==> src/verilog/fault_inserter_pkg.sv <==
// Constants for the transmit payload error inserter.
//
// Function
// RULE_01: Payload bits are corrupted only while the line runs in T1 mode, on the transmit path.
// RULE_02: Errors go either into every payload channel or only into channels marked for corruption.
// RULE_03: At a rate of one in N the N-th eligible bit of each count of N is inverted.
// RULE_04: Framing bits are never counted and never inverted.
// RULE_05: A newly written rate takes effect only at the next frame boundary.
// RULE_06: Rate code 0 means no insertion and code k means one error per 2^(k+3) bits.
// RULE_07: Continuous mode with a nonzero rate code ignores the count and inserts without end.
// RULE_08: With continuous mode clear only the loaded number of errors is inserted.
// RULE_09: A rising edge of the load strobe copies the count registers into the inserter one clock later; the code copies them two clocks later.
// RULE_10: Only edges of the load strobe act, so the host must write it to 0 and back to 1 to reload.
// RULE_11: The host programs the rate, clears continuous mode, writes the count, then raises the strobe.
// RULE_12: The count is ten bits, low eight in the low register and two upper bits in the high register.
// RULE_13: A loaded count of zero gives no errors and a count of N gives exactly N inverted bits.
// RULE_14: A ten-bit remaining-error value can be read at any time, split like the loaded count.
// RULE_15: The host writes zero to the two unused bits of the rate control register.
// RULE_16: The remaining value drops by one per inverted bit and insertion halts at zero.
package fault_inserter_pkg;

    // Register offsets on the byte-wide host port.
    localparam logic [7:0] ADDR_RATE_CTRL  = 8'heb;
    localparam logic [7:0] ADDR_COUNT_LO   = 8'hec;
    localparam logic [7:0] ADDR_COUNT_HI   = 8'hed;
    localparam logic [7:0] ADDR_LEFT_LO    = 8'hee;
    localparam logic [7:0] ADDR_LEFT_HI    = 8'hef;

    // Field positions in the rate control register.
    localparam int RATE_CODE_LSB    = 0;
    localparam int RATE_CODE_MSB    = 3;
    localparam int CONT_MODE_BIT    = 4;
    localparam int LOAD_STROBE_BIT  = 7;
    localparam logic [7:0] RATE_CTRL_WMASK = 8'h9f;
    localparam logic [1:0] COUNT_HI_MASK   = 2'h3;

    // Reset value of every register.
    localparam logic [7:0] REG_RESET = 8'h00;

    // Count width and rate decode: code k gives a period of 2^(k+RATE_SHIFT).
    localparam int COUNT_W    = 10;
    localparam int RATE_SHIFT = 3;
    localparam int BITCNT_W   = 18;
    localparam logic [3:0] RATE_OFF = 4'h0;

    // Number of reset synchroniser stages.
    localparam int SYNC_STAGES = 2;

endpackage

==> src/verilog/bit_fifo.sv <==
// Small valid/ready FIFO used in the transmit data path.
`timescale 1ns/1ns
module bit_fifo #(
    parameter int WIDTH = 2,
    parameter int DEPTH = 8
) (
    // Clock and reset.
    input  wire logic             clk_i,
    input  wire logic             rst_n_i,
    // Fill side.
    input  wire logic             in_valid_i,
    output      logic             in_ready_o,
    input  wire logic [WIDTH-1:0] in_data_i,
    // Drain side.
    output      logic             out_valid_o,
    input  wire logic             out_ready_i,
    output      logic [WIDTH-1:0] out_data_o
);
    localparam int AW = $clog2(DEPTH);

    logic [WIDTH-1:0] mem_ff [DEPTH];
    logic [AW-1:0]    wr_ff;
    logic [AW-1:0]    nxt_wr;
    logic [AW-1:0]    rd_ff;
    logic [AW-1:0]    nxt_rd;
    logic [AW:0]      cnt_ff;
    logic [AW:0]      nxt_cnt;
    logic             push;
    logic             pop;

    // Honest full and empty come straight from the occupancy count.
    assign in_ready_o  = (cnt_ff != (AW+1)'(DEPTH));
    assign out_valid_o = (cnt_ff != '0);
    assign out_data_o  = mem_ff[rd_ff];
    assign push        = in_valid_i && in_ready_o;
    assign pop         = out_valid_o && out_ready_i;

    // Pointer and count updates; pointers wrap at the depth.
    always_comb begin
        nxt_wr  = wr_ff;
        nxt_rd  = rd_ff;
        nxt_cnt = cnt_ff;
        if (push) begin
            nxt_wr = (wr_ff == AW'(DEPTH - 1)) ? '0 : wr_ff + 1'b1;
        end
        if (pop) begin
            nxt_rd = (rd_ff == AW'(DEPTH - 1)) ? '0 : rd_ff + 1'b1;
        end
        if (push && !pop) begin
            nxt_cnt = cnt_ff + 1'b1;
        end else if (pop && !push) begin
            nxt_cnt = cnt_ff - 1'b1;
        end
    end

    // Pointer registers.
    always_ff @(posedge clk_i or negedge rst_n_i) begin
        if (!rst_n_i) begin
            wr_ff  <= '0;
            rd_ff  <= '0;
            cnt_ff <= '0;
        end else begin
            wr_ff  <= nxt_wr;
            rd_ff  <= nxt_rd;
            cnt_ff <= nxt_cnt;
        end
    end

    // Storage needs no reset since reads are gated by the count.
    always_ff @(posedge clk_i) begin
        if (push) begin
            mem_ff[wr_ff] <= in_data_i;
        end
    end

endmodule // bit_fifo

==> src/verilog/payload_error_inserter.sv <==
// Transmit payload error inserter with its byte-wide register port.
`timescale 1ns/1ns
module payload_error_inserter #(
    parameter int FIFO_DEPTH = 8
) (
    // Clock and reset.
    input  wire logic       clk_i,
    input  wire logic       rst_n_i,
    // Host register port, one access per cycle.
    input  wire logic [7:0] reg_addr_i,
    input  wire logic       reg_wr_i,
    input  wire logic [7:0] reg_wdata_i,
    output      logic [7:0] reg_rdata_o,
    // Line mode from the framer.
    input  wire logic       t1_mode_i,
    input  wire logic       all_channels_i,
    // Transmit bit stream from the formatter.
    input  wire logic       tx_valid_i,
    output      logic       tx_ready_o,
    input  wire logic       tx_data_i,
    input  wire logic       tx_fbit_i,
    input  wire logic       tx_chan_sel_i,
    // Transmit bit stream toward the line.
    output      logic       line_valid_o,
    input  wire logic       line_ready_i,
    output      logic       line_data_o,
    output      logic       line_fbit_o
);
    localparam int CW = fault_inserter_pkg::COUNT_W;
    localparam int BW = fault_inserter_pkg::BITCNT_W;

    // Reset synchroniser.
    logic [fault_inserter_pkg::SYNC_STAGES-1:0] rst_sync_ff;
    logic                                      rst_n;

    always_ff @(posedge clk_i or negedge rst_n_i) begin
        if (!rst_n_i) begin
            rst_sync_ff <= '0;
        end else begin
            rst_sync_ff <= {rst_sync_ff[fault_inserter_pkg::SYNC_STAGES-2:0], 1'b1};
        end
    end
    assign rst_n = rst_sync_ff[fault_inserter_pkg::SYNC_STAGES-1];

    // Host registers and inserter state.
    logic [7:0]    rate_ctrl_ff;
    logic [7:0]    nxt_rate_ctrl;
    logic [7:0]    count_lo_ff;
    logic [7:0]    nxt_count_lo;
    logic [1:0]    count_hi_ff;
    logic [1:0]    nxt_count_hi;
    logic          strobe_prev_ff;
    logic          nxt_strobe_prev;
    logic          load_pend_ff;
    logic          nxt_load_pend;
    logic [CW-1:0] left_ff;
    logic [CW-1:0] nxt_left;
    logic [3:0]    active_rate_ff;
    logic [3:0]    nxt_active_rate;
    logic [BW-1:0] bit_cnt_ff;
    logic [BW-1:0] nxt_bit_cnt;
    logic [7:0]    rdata_ff;
    logic [7:0]    nxt_rdata;

    // Stream path signals.
    logic          take;
    logic          eligible;
    logic          last_bit;
    logic          allowed;
    logic          invert;
    logic [BW-1:0] period_m1;
    logic          cont_mode;
    logic          strobe_now;
    logic [1:0]    fifo_in;
    logic [1:0]    fifo_out;
    logic          fifo_ready;

    assign cont_mode  = rate_ctrl_ff[fault_inserter_pkg::CONT_MODE_BIT];
    assign strobe_now = rate_ctrl_ff[fault_inserter_pkg::LOAD_STROBE_BIT];

    // A bit is taken whenever the formatter offers one and the FIFO has room.
    assign tx_ready_o = fifo_ready;
    assign take       = tx_valid_i && fifo_ready;

    // Only T1 payload bits in selected channels are counted.
    assign eligible = t1_mode_i                          // see RULE_01
                      && !tx_fbit_i                      // see RULE_04
                      && (all_channels_i || tx_chan_sel_i); // see RULE_02

    // Period minus one for code k is 2^(k+3)-1; code 0 never inserts.
    // The shift amount is five bits wide, since k+3 reaches 18 and would wrap in four.
    assign period_m1 = (BW'(1) << ({1'b0, active_rate_ff}
                                   + 5'(fault_inserter_pkg::RATE_SHIFT)))
                       - BW'(1); // see RULE_06
    assign last_bit  = (bit_cnt_ff == period_m1); // see RULE_03

    // Continuous mode ignores the count; counted mode needs errors left.
    assign allowed = (active_rate_ff != fault_inserter_pkg::RATE_OFF)    // see RULE_07
                     && (cont_mode || (left_ff != '0));                  // see RULE_08
    assign invert  = take && eligible && last_bit && allowed;

    // Register writes, strobe edge detect and inserter counters.
    always_comb begin
        nxt_rate_ctrl   = rate_ctrl_ff;
        nxt_count_lo    = count_lo_ff;
        nxt_count_hi    = count_hi_ff;
        nxt_strobe_prev = strobe_now;
        nxt_load_pend   = strobe_now && !strobe_prev_ff; // see RULE_09, RULE_10
        nxt_left        = left_ff;
        nxt_active_rate = active_rate_ff;
        nxt_bit_cnt     = bit_cnt_ff;
        if (reg_wr_i) begin
            unique case (reg_addr_i)
                fault_inserter_pkg::ADDR_RATE_CTRL: begin
                    // Unused bits are dropped even if the host sets them.
                    nxt_rate_ctrl = reg_wdata_i & fault_inserter_pkg::RATE_CTRL_WMASK;
                end
                fault_inserter_pkg::ADDR_COUNT_LO: begin
                    nxt_count_lo = reg_wdata_i; // see RULE_12
                end
                fault_inserter_pkg::ADDR_COUNT_HI: begin
                    nxt_count_hi = reg_wdata_i[1:0] & fault_inserter_pkg::COUNT_HI_MASK;
                end
                default: begin
                    nxt_count_lo = count_lo_ff;
                end
            endcase
        end
        // The rate is latched only at a frame bit, so a frame never mixes rates.
        if (take && tx_fbit_i) begin
            nxt_active_rate = rate_ctrl_ff[fault_inserter_pkg::RATE_CODE_MSB:
                                           fault_inserter_pkg::RATE_CODE_LSB]; // see RULE_05
            if (nxt_active_rate != active_rate_ff) begin
                nxt_bit_cnt = '0;
            end
        end else if (take && eligible) begin
            nxt_bit_cnt = last_bit ? '0 : bit_cnt_ff + BW'(1); // see RULE_03
        end
        // A pending load wins over a decrement in the same cycle.
        if (load_pend_ff) begin
            nxt_left = {count_hi_ff, count_lo_ff}; // see RULE_09, RULE_13
        end else if (invert && !cont_mode) begin
            nxt_left = left_ff - CW'(1); // see RULE_16
        end
    end

    // State registers.
    always_ff @(posedge clk_i or negedge rst_n) begin
        if (!rst_n) begin
            rate_ctrl_ff   <= fault_inserter_pkg::REG_RESET;
            count_lo_ff    <= fault_inserter_pkg::REG_RESET;
            count_hi_ff    <= '0;
            strobe_prev_ff <= 1'b0;
            load_pend_ff   <= 1'b0;
            left_ff        <= '0;
            active_rate_ff <= fault_inserter_pkg::RATE_OFF;
            bit_cnt_ff     <= '0;
        end else begin
            rate_ctrl_ff   <= nxt_rate_ctrl;
            count_lo_ff    <= nxt_count_lo;
            count_hi_ff    <= nxt_count_hi;
            strobe_prev_ff <= nxt_strobe_prev;
            load_pend_ff   <= nxt_load_pend;
            left_ff        <= nxt_left;
            active_rate_ff <= nxt_active_rate;
            bit_cnt_ff     <= nxt_bit_cnt;
        end
    end

    // Read data mux; the remaining count is live so it can be read at any time.
    always_comb begin
        unique case (reg_addr_i)
            fault_inserter_pkg::ADDR_RATE_CTRL: nxt_rdata = rate_ctrl_ff;
            fault_inserter_pkg::ADDR_COUNT_LO:  nxt_rdata = count_lo_ff;
            fault_inserter_pkg::ADDR_COUNT_HI:  nxt_rdata = {6'h00, count_hi_ff};
            fault_inserter_pkg::ADDR_LEFT_LO:   nxt_rdata = left_ff[7:0];   // see RULE_14
            fault_inserter_pkg::ADDR_LEFT_HI:   nxt_rdata = {6'h00, left_ff[CW-1:8]};
            default:                            nxt_rdata = 8'h00;
        endcase
    end

    // Read data is registered: valid one cycle after the address.
    always_ff @(posedge clk_i or negedge rst_n) begin
        if (!rst_n) begin
            rdata_ff <= 8'h00;
        end else begin
            rdata_ff <= nxt_rdata;
        end
    end
    assign reg_rdata_o = rdata_ff;

    // The corrupted bit and its frame flag are buffered toward the line.
    assign fifo_in = {tx_fbit_i, tx_data_i ^ invert};

    bit_fifo #(
        .WIDTH (2),
        .DEPTH (FIFO_DEPTH)
    ) u_fifo (
        .clk_i       (clk_i),
        .rst_n_i     (rst_n),
        .in_valid_i  (tx_valid_i),
        .in_ready_o  (fifo_ready),
        .in_data_i   (fifo_in),
        .out_valid_o (line_valid_o),
        .out_ready_i (line_ready_i),
        .out_data_o  (fifo_out)
    );

    assign line_data_o = fifo_out[0];
    assign line_fbit_o = fifo_out[1];

endmodule // payload_error_inserter
==> config.mk <==
export PLATFORM = sky130hd
export DESIGN_NAME = payload_error_inserter
export DESIGN_NICKNAME = d
export VERILOG_FILES = /design/src/verilog/fault_inserter_pkg.sv /design/src/verilog/bit_fifo.sv /design/src/verilog/payload_error_inserter.sv
export SDC_FILE = /design/constraint.sdc
export NUM_CORES = 1
export LEC_CHECK = 0
export ABC_AREA = 1
export ABC_CLOCK_PERIOD_IN_PS = 2600
export BUFFER_PORTS_ARGS = -buffer_cell sky130_fd_sc_hd__buf_4
export CORE_ASPECT_RATIO = 1.5
export CORE_MARGIN = 2
export CORE_UTILIZATION = 60
export CTS_BUF_LIST = sky130_fd_sc_hd__clkbuf_4 sky130_fd_sc_hd__clkbuf_8
export DETAILED_ROUTE_END_ITERATION = 12
export PLACE_DENSITY = 0.78
export SLEW_MARGIN = 5
export SYNTH_ARGS = -nofsm -noshare
export SYNTH_HDL_FRONTEND = slang
export SYNTH_SLANG_ARGS = --single-unit
==> constraint.sdc <==
create_clock -name clk_i -period 2.6 [get_ports clk_i]
set_input_delay 0.26 -clock clk_i [delete_from_list [all_inputs] [get_ports clk_i]]
set_output_delay 0.26 -clock clk_i [all_outputs]
set_load 0.02 [all_outputs]
==> metrics.md, run 1 <==
| Metric | Value |
|---|---|
| Sw frac | `between 40% and 50%` |
| CTS tree | `yes` |
| Period minus WS final | `2.45 ns` |
| Seq/Total Area, Yosys | `between 40% and 50%` |
| Final instance area | `~0.0056 mm2` |
| Max-Cap Viols | `0` |
| Crit path to | `left_ff[5]$_DFFE_PN0P_` |
| Starting Density | `approximately 62%` |
| Post-Syn Area per Cell | `~8 um2` |
| Final HPWL DP | `between 9000 and 10000 um` |
| Worst r2r path cells | `12` |
| Worst R2R Start | `u_fifo.cnt_ff[0]$_DFFE_PN0P_` |
| Pint | `about 2.7 mW` |
| Outcome | `finished, final reports clean` |
| Root cell of the clock tree | `clkbuf_8` |
| Max Freq | `slightly above 400 MHz` |
| Clock buffer depth | `2` |
| P per Cell Area | `814 mW/mm2` |
| Crit Path Class | `flop to flop` |
| Netlist cell types | `44` |
| Placed cell area | `~0.0054 mm2` |
| DRT iter0 DRCs | `roughly 310` |
| Row cnt | `40` |
| Worst R2R Setup Slack | `between 0.1 and 0.15 ns` |
| RD Place Congestion | `between 1 and 1.5` |
| Critical Path AT | `approximately 2.8 ns` |
| Ys flop type | `dfrtp_1` |
| #FFs+latches synth | `86` |
| Filler Cell Count | `696` |
| Critical Path Start | `u_fifo.cnt_ff[0]$_DFFE_PN0P_` |
| Antenna violations before repair | `0` |
| Post-CTS Setup Inserts | `0` |
| Die H | `between 100 and 150 um` |
| I/O pin count | `38` |
| Post-synth ARST share | `between 80% and 90%` |
| Die area | `approximately 0.0091 mm2` |
| Hold WC Path Type | `input pin to flop` |
| Vias per std cell | `~5.6` |
| Ant diodes | `0` |
| Worst Setup End Kind | `flop` |
| Max VDD drop | `between 0.6 and 0.7 mV` |
| Slew @ Worst Pin | `~0.71 ns` |
| Via count | `~4400` |
| Gr usage total | `between 20% and 30%` |
| Num CTS Buffers | `9` |
| Flop pwr share | `roughly 43%` |
| Clk Latency, worst-skew pair | `approximately 0.36 ns` |
| Worst-path clk slew | `0.09 ns` |
| CTS Sinks | `86` |
| Leakage | `between 2 and 3 nW` |
| DR WL/cell | `15.4 um` |
| Maximum fanout along the worst path | `11` |
| Switch Pwr | `about 1.8 mW` |
| DRT Pass-1 Iters | `5` |
| Final slew viol count | `0` |
| Commonest cells after routing, fill and taps aside | `161 x nand2_1, 77 x inv_1, 69 x dfrtp_1` |
| WP data required | `2.91 ns` |
| Final Hold Viols | `0` |
| Layout Nets | `712` |
| Pin count of the biggest net entering global routing | `39` |
| Clock share of power | `between 20% and 30%` |
| Setup tns final | `0 ns` |
| Area of the core | `~0.008 mm2` |
| Gr ovfl total | `0` |
| Post-synth EDFFs | `16` |
| Dpl ws | `between 0.08 and 0.09 ns` |
| Area growth, synth to finish | `12.5%` |
| Worst slew margin | `52.4%` |
| YS warnings | `0` |
| Vias in the first global route | `4258` |
| # DRC | `0` |
| H-Tree Depth | `3` |
| Endpoints failing setup | `0` |
| Total Power | `between 4 and 5 mW` |
| Fin worst setup slack | `about 0.15 ns` |
| Die Wd | `between 70 and 80 um` |
| Layout cells sized above 1 | `about 15%` |
| Clock Skew | `0.00747 ns` |
| Most common cell after layout, fill and taps aside | `nand2_1` |
| Mapped cell area | `around 0.005 mm2` |
| Comb power frac | `a little over a third` |
| WL final | `around 12000 um` |
| Crit Reg-Reg Endpoint | `left_ff[5]$_DFFE_PN0P_` |
| Crit start category | `flop` |
| Detail Route Antenna Nets | `0` |
| Port Buffers | `37` |
| Gate Count Post-Synth | `between 600 and 700` |
| Final period utilization | `between 90% and 100%` |
| First-pass GRT wire length | `roughly 20000 um` |
[state kept, by name (all words and copies together), names as in the netlist, 2 cells and up]
name and cells:
u_fifo.cnt_ff 4, count_hi_ff 2, rate_ctrl_ff 6, active_rate_ff 4
left_ff 10, bit_cnt_ff 18, rst_sync_ff 2, u_fifo.mem_ff 16
count_lo_ff 8, u_fifo.wr_ff 3, u_fifo.rd_ff 3, reg_rdata_o 8
[Yosys cell counts (all sizes together) (2+ instances only)]
cell    instances  share of area, %
nand2         166                13
o22ai           8               1.0
xor2           12               2.1
a21oi          12               1.2
clkinv          2              0.15
nor2           66               5.5
o221ai          4              0.70
o31ai           6              0.90
inv            82               6.2
nor3           10               1.0
a221oi          2              0.35
mux2            4              0.90
nand3          51               6.7
edfxtp         16               9.6
o21ai          58               5.8
buf             6               1.1
nand4          12               1.5
xnor2           7               1.2
a31oi           4              0.50
nor4            3              0.38
dfrtp          70                35
or2             2              0.25
ha             10               2.5
clkbuf          8              0.60
[what timing repair did]
action                                  4_1_cts  5_1_grt
endpoints found under the setup margin        0        9
endpoints found under the hold margin         2        0
gates resized for setup                       0        2
hold buffers                                  1        0
[layer usage]
metal,track usage (%),vias up,share of wire [%]
met3,4.52,40,3.5
met1,30.9,2076,39
met2,52.8,117,53
met4,14.3,0,4.3
li1,-,2160,-
met5,0,-,0
[power groups by stage]
stage / combinational, mW / clock [mW] / sequential [mW]
after floorplan: 1.28 / 0 / 1.86
after global placement: 1.57 / 0 / 1.95
after detailed placement: 1.62 / 0 / 1.97
after CTS: 1.63 / 0.984 / 1.94
after global routing: 1.87 / 1.04 / 1.99
final: 1.65 / 0.973 / 1.94
[worst min path at each step]
stage               cells past startpoint                           to           start
CTS                                     3  rate_ctrl_ff[7]$_DFFE_PN0P_  reg_wdata_i[7]
floorplan                               0     rst_sync_ff[0]$_DFF_PN0_         rst_n_i
global placement                        1     rst_sync_ff[0]$_DFF_PN0_         rst_n_i
detailed placement                      1     rst_sync_ff[0]$_DFF_PN0_         rst_n_i
global route                            3  rate_ctrl_ff[7]$_DFFE_PN0P_  reg_wdata_i[7]
finish                                  3  rate_ctrl_ff[7]$_DFFE_PN0P_  reg_wdata_i[7]
[cell type report]
class / count / area, um2 / share of cell area, %
multi-input cells: 449 / 2370 / 42.3
clock inverters: 7 / 77.6 / 1.38
flip-flops and latches: 86 / 2230 / 39.9
repair buffers: 45 / 353 / 6.30
inverters: 84 / 315 / 5.63
well taps: 105 / 131 / 2.34
clock buffers: 9 / 124 / 2.21
[worst max-delay path: stages (launching register included)]
cell,delay (ns)
dfrtp_1,0.46
nor2_1,0.10
nand3_2,0.07
nand2_1,0.10
inv_2,0.11
nand2_1,0.20
inv_2,0.24
nand2_1,0.08
a31oi_1,0.36
nand3_4,0.29
nand2_4,0.22
nand2_1,0.09
nand2_1,0.06
[cells by family (layout without fill, tap and decap cells)]
| logic type | Yosys count | count (layout) | synth area share (%) |
|---|---|---|---|
| flip-flops | 86 | 86 | 44.8 |
| buffers and inverters | 98 | 145 | 8.01 |
| other | 1 | 3 | 0.0752 |
| multiplexers | 4 | 4 | 0.904 |
| adder cells (fa/ha/maj) | 11 | 11 | 2.91 |
| XOR/XNOR | 19 | 19 | 3.34 |
| AO/OA/AOI/OAI | 100 | 100 | 11.4 |
| AND/OR/NAND/NOR | 312 | 312 | 28.5 |
[per-stage QoR]
step,cells,hold WS (ns),util [%]
final,785,0.112,69.5
after global routing,785,0.122,69.5
after CTS,785,0.107,69.4
after detailed placement,768,0.0465,66.8
after global placement,768,0.0420,66.8
after floorplan,633,-0.0356,-
(Power assumes the default switching activity.)
==> run 2, diff against run 1 <==
==> constraint.sdc (replaced) <==
create_clock -name clk_i -period 2.6 [get_ports clk_i]
set_input_delay 0.13 -clock clk_i [delete_from_list [all_inputs] [get_ports clk_i]]
set_output_delay 0.13 -clock clk_i [all_outputs]
set_load 0.02 [all_outputs]
==> metrics.md, run 2 (synthesized netlist as in run 1, its figures left out) <==
| Metric | Value |
|---|---|
| Biggest regs | `bit_cnt_ff: 18 flops, u_fifo.mem_ff: 16 flops, left_ff: 10 flops` |
| Area of the core | `0.00806 mm2` |
| Ant diodes | `0` |
| Die H | `between 100 and 150 um` |
| Antenna violations before repair | `0` |
| Hold WC Path Type | `input pin to flop` |
| Worst hold slack | `between 0.015 and 0.02 ns` |
| Layout Nets | `slightly above 700` |
| Gr ovfl total | `0` |
| Max reg flops | `18` |
| Met2 Track Usage GR | `a little over half` |
| Detail Route Antenna Nets | `0` |
| Post-Layout Cell Count | `roughly 790` |
| DRT Pass-1 Iters | `8` |
| Clock Skew | `~0.009 ns` |
| CTS Sinks | `86` |
| Worst-path clk slew | `roughly 0.09 ns` |
| DRT iter0 DRCs | `302` |
| Worst slew margin | `52.9%` |
| Fin util | `a little over two thirds` |
| I/O pin count | `38` |
| Worst R2R Start | `u_fifo.cnt_ff[0]$_DFFE_PN0P_` |
| Num CTS Buffers | `9` |
| Vias in the first global route | `4306` |
| First-pass GRT wire length | `about 20000 um` |
| WP data required | `a little under 3 ns` |
| Commonest cells after routing, fill and taps aside | `161 x nand2_1, 77 x inv_1, 69 x dfrtp_1` |
| Largest Register | `bit_cnt_ff` |
| Worst r2r path cells | `12` |
| Max VDD drop | `approximately 0.63 mV` |
| Comb power frac | `between 30% and 40%` |
| Final instance area | `0.00564 mm2` |
| Register area | `between 0.002 and 0.0025 mm2` |
| Area growth, synth to finish | `13.3%` |
| DR WL/cell | `15.4 um` |
| Outcome | `finished, final reports clean` |
| Worst R2R Setup Slack | `about 0.14 ns` |
| Crit Path Class | `flop to flop` |
| Leakage | `2.71 nW` |
| Filler Cell Count | `691` |
| Root cell of the clock tree | `clkbuf_8` |
| Final Hold Viols | `0` |
| Pin count of the biggest net entering global routing | `39` |
| Met1 Use GR | `about 31%` |
| Placed cell area | `0.00538 mm2` |
| Crit Reg-Reg Endpoint | `left_ff[5]$_DFFE_PN0P_` |
| # DRC | `0` |
| Setup tns final | `0 ns` |
| Max Freq | `slightly above 400 MHz` |
| Die area | `~0.0091 mm2` |
| Placed Cells incl. Taps | `approximately 770` |
| Final slew viol count | `0` |
| Clk Latency, worst-skew pair | `around 0.36 ns` |
| Hold Crit Start | `reg_wdata_i[3]` |
| Vias per std cell | `roughly 5.6` |
| Switch Pwr | `between 1.5 and 2 mW` |
| Via count | `~4400` |
| WL final | `~12000 um` |
| Crit path to | `left_ff[5]$_DFFE_PN0P_` |
| Critical Path AT | `2.76 ns` |
| Clock buffer depth | `2` |
| Max-Cap Viols | `0` |
| Port Buffers | `37` |
| Die Wd | `between 70 and 80 um` |
| Layout cells sized above 1 | `~14%` |
| Slew @ Worst Pin | `between 0.7 and 0.8 ns` |
| Pint | `~2.7 mW` |
| P per Cell Area | `809 mW/mm2` |
| Critical Path Start | `u_fifo.cnt_ff[0]$_DFFE_PN0P_` |
| Crit start category | `flop` |
| CTS tree | `yes` |
| Worst Setup End Kind | `flop` |
| Final period utilization | `94.5%` |
| H-Tree Depth | `3` |
| Clock share of power | `21.3%` |
| Starting Density | `between 60% and 70%` |
| Most common cell after layout, fill and taps aside | `nand2_1` |
| Endpoints failing setup | `0` |
| Grt peak-use layer | `met2` |
| Maximum fanout along the worst path | `11` |
| Final HPWL DP | `just over 9000 um` |
| Gr usage total | `28.6%` |
| Row cnt | `40` |
| Period minus WS final | `between 2 and 2.5 ns` |
| Flop pwr share | `42.5%` |
| RD Place Congestion | `around 1.0` |
| GR Util met3 | `between 4 and 5%` |
| Footprint of the multi-input gates | `~0.0024 mm2` |
| Sw frac | `just over 40%` |
## run 2: worst min path at each step
stage	end	slack, ns	cells past startpoint
after floorplan	rst_sync_ff[0]$_DFF_PN0_	-0.17	0
after global placement	rst_sync_ff[0]$_DFF_PN0_	-0.09	1
after detailed placement	rst_sync_ff[0]$_DFF_PN0_	-0.08	1
after CTS	count_lo_ff[3]$_DFFE_PN0P_	0.004	2
after global routing	count_lo_ff[3]$_DFFE_PN0P_	0.001	2
final	count_lo_ff[3]$_DFFE_PN0P_	0.02	2
## run 2: area by class of cell
type	instances	area share [%]
inverters	84	5.59
clock buffers	9	2.19
repair buffers	49	6.96
multi-input cells	449	42.0
clock inverters	7	1.37
flip-flops and latches	86	39.6
well taps	105	2.33
## run 2: metrics by stage
stage                     setup WS (ns)  power (mW)
after floorplan                   0.370        3.15
after global placement            0.150        3.52
after detailed placement         0.0872        3.58
after CTS                        0.0664        4.56
after global routing           -0.00172        4.90
final                             0.144        4.57
## run 2: layer usage
layer | wire, um | up-vias | share of wire (%)
met5 | 0 | - | 0
li1 | - | 2171 | -
met2 | 6460 | 129 | 53
met4 | 535 | 0 | 4.4
met3 | 445 | 43 | 3.7
met1 | 4700 | 2075 | 39
## run 2: worst max-delay path, stage by stage, from the launching register on
cell and delay (ns):
dfrtp_1 0.46, nor2_1 0.10, nand3_2 0.07, nand2_1 0.10, inv_2 0.11, nand2_1 0.20
inv_2 0.23, nand2_1 0.09, a31oi_1 0.36, nand3_4 0.28, nand2_4 0.22, nand2_1 0.10
nand2_1 0.06
## run 2: what timing repair did
| item | in CTS | in global routing |
|---|---|---|
| gates resized for setup | 0 | 2 |
| endpoints found under the setup margin | 0 | 9 |
| hold buffers | 5 | 0 |
| buffers inserted | 0 | 0 |
| endpoints found under the hold margin | 14 | 0 |
## run 2: power groups by stage
stage                     combinational [mW]  clock [mW]  sequential [mW]
after floorplan                         1.28           0             1.86
after global placement                  1.57           0             1.95
after detailed placement                1.62           0             1.97
after CTS                               1.64       0.984             1.94
after global routing                    1.87        1.04             1.99
final                                   1.65       0.973             1.94
==> run 3, diff against run 2 <==
--- a/config.mk
+++ b/config.mk
@@ -8,12 +8,14 @@
 export ABC_AREA = 1
 export ABC_CLOCK_PERIOD_IN_PS = 2600
 export BUFFER_PORTS_ARGS = -buffer_cell sky130_fd_sc_hd__buf_4
+export CELL_PAD_IN_SITES_DETAIL_PLACEMENT = 1
+export CELL_PAD_IN_SITES_GLOBAL_PLACEMENT = 1
 export CORE_ASPECT_RATIO = 1.5
 export CORE_MARGIN = 2
-export CORE_UTILIZATION = 60
+export CORE_UTILIZATION = 47
 export CTS_BUF_LIST = sky130_fd_sc_hd__clkbuf_4 sky130_fd_sc_hd__clkbuf_8
 export DETAILED_ROUTE_END_ITERATION = 12
-export PLACE_DENSITY = 0.78
+export PLACE_DENSITY = 0.81
 export SLEW_MARGIN = 5
 export SYNTH_ARGS = -nofsm -noshare
 export SYNTH_HDL_FRONTEND = slang
==> metrics.md, run 3 (synthesized netlist as in run 1, its figures left out) <==
| Metric | Value |
|---|---|
| Setup tns final | `0 ns` |
| I/O pin count | `38` |
| CTS Sinks | `86` |
| Period minus WS final | `roughly 2.4 ns` |
| Register area | `approximately 0.0022 mm2` |
| CTS tree | `yes` |
| WL final | `~14000 um` |
| Die area | `0.0115 mm2` |
| Layout Nets | `approximately 720` |
| Most common cell after layout, fill and taps aside | `nand2_1` |
| Max reg flops | `18` |
| DRT Pass-1 Iters | `4` |
| Antenna violations before repair | `0` |
| Die H | `about 130 um` |
| Gr usage total | `26.9%` |
| Largest Register | `bit_cnt_ff` |
| Worst R2R Start | `u_fifo.cnt_ff[0]$_DFFE_PN0P_` |
| Worst slew margin | `about 63%` |
| Maximum fanout along the worst path | `11` |
| Leakage | `around 2.7 nW` |
| Clock Skew | `about 0.012 ns` |
| Unrepaired setup endpoints after global routing | `false` |
| Via count | `about 4500` |
| Final slew viol count | `0` |
| Detail Route Antenna Nets | `0` |
| Starting Density | `a little under half` |
| WP data required | `between 2 and 3 ns` |
| Num CTS Buffers | `9` |
| Ant diodes | `0` |
| Area growth, synth to finish | `16.0%` |
| Port Buffers | `37` |
| Filler Cell Count | `roughly 1300` |
| Row cnt | `46` |
| DRT iter0 DRCs | `approximately 260` |
| Worst Setup End Kind | `flop` |
| Crit Path Class | `flop to flop` |
| Critical Path Start | `u_fifo.cnt_ff[0]$_DFFE_PN0P_` |
| Clk Latency, worst-skew pair | `approximately 0.38 ns` |
| Max Freq | `~420 MHz` |
| Final Hold Viols | `0` |
| Worst-path clk slew | `0.09 ns` |
| Slew @ Worst Pin | `approximately 0.55 ns` |
| Footprint of the multi-input gates | `~0.0024 mm2` |
| Gr ovfl total | `0` |
| Final period utilization | `between 90% and 100%` |
| Endpoints failing setup | `0` |
| Vias per std cell | `between 5 and 6` |
| Clock buffer depth | `2` |
| First-pass GRT wire length | `about 23000 um` |
| Critical Path AT | `2.72 ns` |
| Total Power | `between 4 and 5 mW` |
| Area of the core | `0.0105 mm2` |
| Max VDD drop | `0.445 mV` |
| Biggest regs | `bit_cnt_ff: 18 flops, u_fifo.mem_ff: 16 flops, left_ff: 10 flops` |
| RD Place Congestion | `between 0.9 and 1` |
| Vias in the first global route | `around 4900` |
| Pin count of the biggest net entering global routing | `around 70` |
| H-Tree Depth | `3` |
| Outcome | `finished, final reports clean` |
| Root cell of the clock tree | `clkbuf_8` |
| # DRC | `0` |
| Layout cells sized above 1 | `15.0%` |
| Hold Crit Start | `reg_wdata_i[5]` |
| Final HPWL DP | `10800 um` |
| Crit start category | `flop` |
| P per Cell Area | `~830 mW/mm2` |
| Die Wd | `slightly below 90 um` |
| Max-Cap Viols | `0` |
| Commonest cells after routing, fill and taps aside | `161 x nand2_1, 77 x inv_1, 67 x dfrtp_1` |
| Hold WC Path Type | `input pin to flop` |
| DR WL/cell | `between 15 and 20 um` |
## run 3: changes by cell type in the layout (fill, tap and decap cells not counted), sizes merged
cell and delta:
buf +1, bufinv +1, clkbuf +2, clkinvlp -1
dlygate4sd3 +2, inv -2
## run 3: final timing paths
kind	endpoint	slack (ns)	depth (start not counted)
setup / recovery	left_ff[3]$_DFFE_PN0P_	0.20	12
hold / removal	count_lo_ff[5]$_DFFE_PN0P_	0.009	3
setup reg to reg	left_ff[3]$_DFFE_PN0P_	0.20	12
hold reg to reg	count_lo_ff[2]$_DFFE_PN0P_	0.28	1
max in group asynchronous	bit_cnt_ff[12]$_DFFE_PN0P_	1.99	1
min in group asynchronous	rst_sync_ff[1]$_DFF_PN0_	0.06	2
## run 3: metal layers
| layer | track usage (%) | up-vias | wire (um) | share of wire, % |
|---|---|---|---|---|
| met5 | 0 | - | 0 | 0 |
| met4 | 15.2 | 0 | 643 | 4.5 |
| met3 | 3.16 | 41 | 398 | 2.8 |
| met2 | 52.0 | 89 | 8120 | 57 |
| met1 | 27.0 | 2205 | 5100 | 36 |
| li1 | - | 2169 | - | - |
## run 3: final cells by class
type | count | share of cell area (%)
Timing Repair Buffer | 52 | 7.27
Multi-Input combinational cell | 449 | 41.4
Clock buffer | 11 | 2.51
Clock inverter | 5 | 1.54
Sequential cell | 86 | 38.7
Inverter | 84 | 5.46
Tap cell | 144 | 3.12
## run 3: what timing repair did
| item | CTS | global route |
|---|---|---|
| endpoints found under the hold margin | 17 | 0 |
| gates resized for setup | 0 | 8 |
| setup endpoints to repair | 0 | 28 |
| hold buffers | 7 | 0 |
| buffers inserted | 0 | 0 |
## run 3: power breakdown
part,switching (mW),total (mW),internal (mW)
sequential,0.323,1.96,1.63
combinational,1.10,1.75,0.648
clock,0.524,1.11,0.590
## run 3: critical path, cell delays in order (launching register included)
cell	delay, ns
dfrtp_1	0.46
nor2_2	0.08
nand3_2	0.08
nand2_1	0.12
inv_2	0.13
nand2_1	0.13
inv_2	0.20
nand2_1	0.09
a31oi_1	0.37
nand3_4	0.29
nand2_4	0.22
nand2_1	0.10
nand2_1	0.07
## run 3: metrics by stage
step | hold WS, ns | instances | area, um2 | setup slack [ns] | utilization (%)
2_1_floorplan | -0.166 | 633 | 4990 | 0.370 | -
3_3_place_gp | -0.0877 | 808 | 5440 | 0.235 | 51.9
3_5_place_dp | -0.0864 | 808 | 5440 | 0.107 | 51.9
4_1_cts | 0.00338 | 831 | 5740 | 0.00141 | 54.8
5_1_grt | 0.00939 | 831 | 5780 | 0.0320 | 55.2
6_report | 0.00932 | 831 | 5780 | 0.198 | 55.2
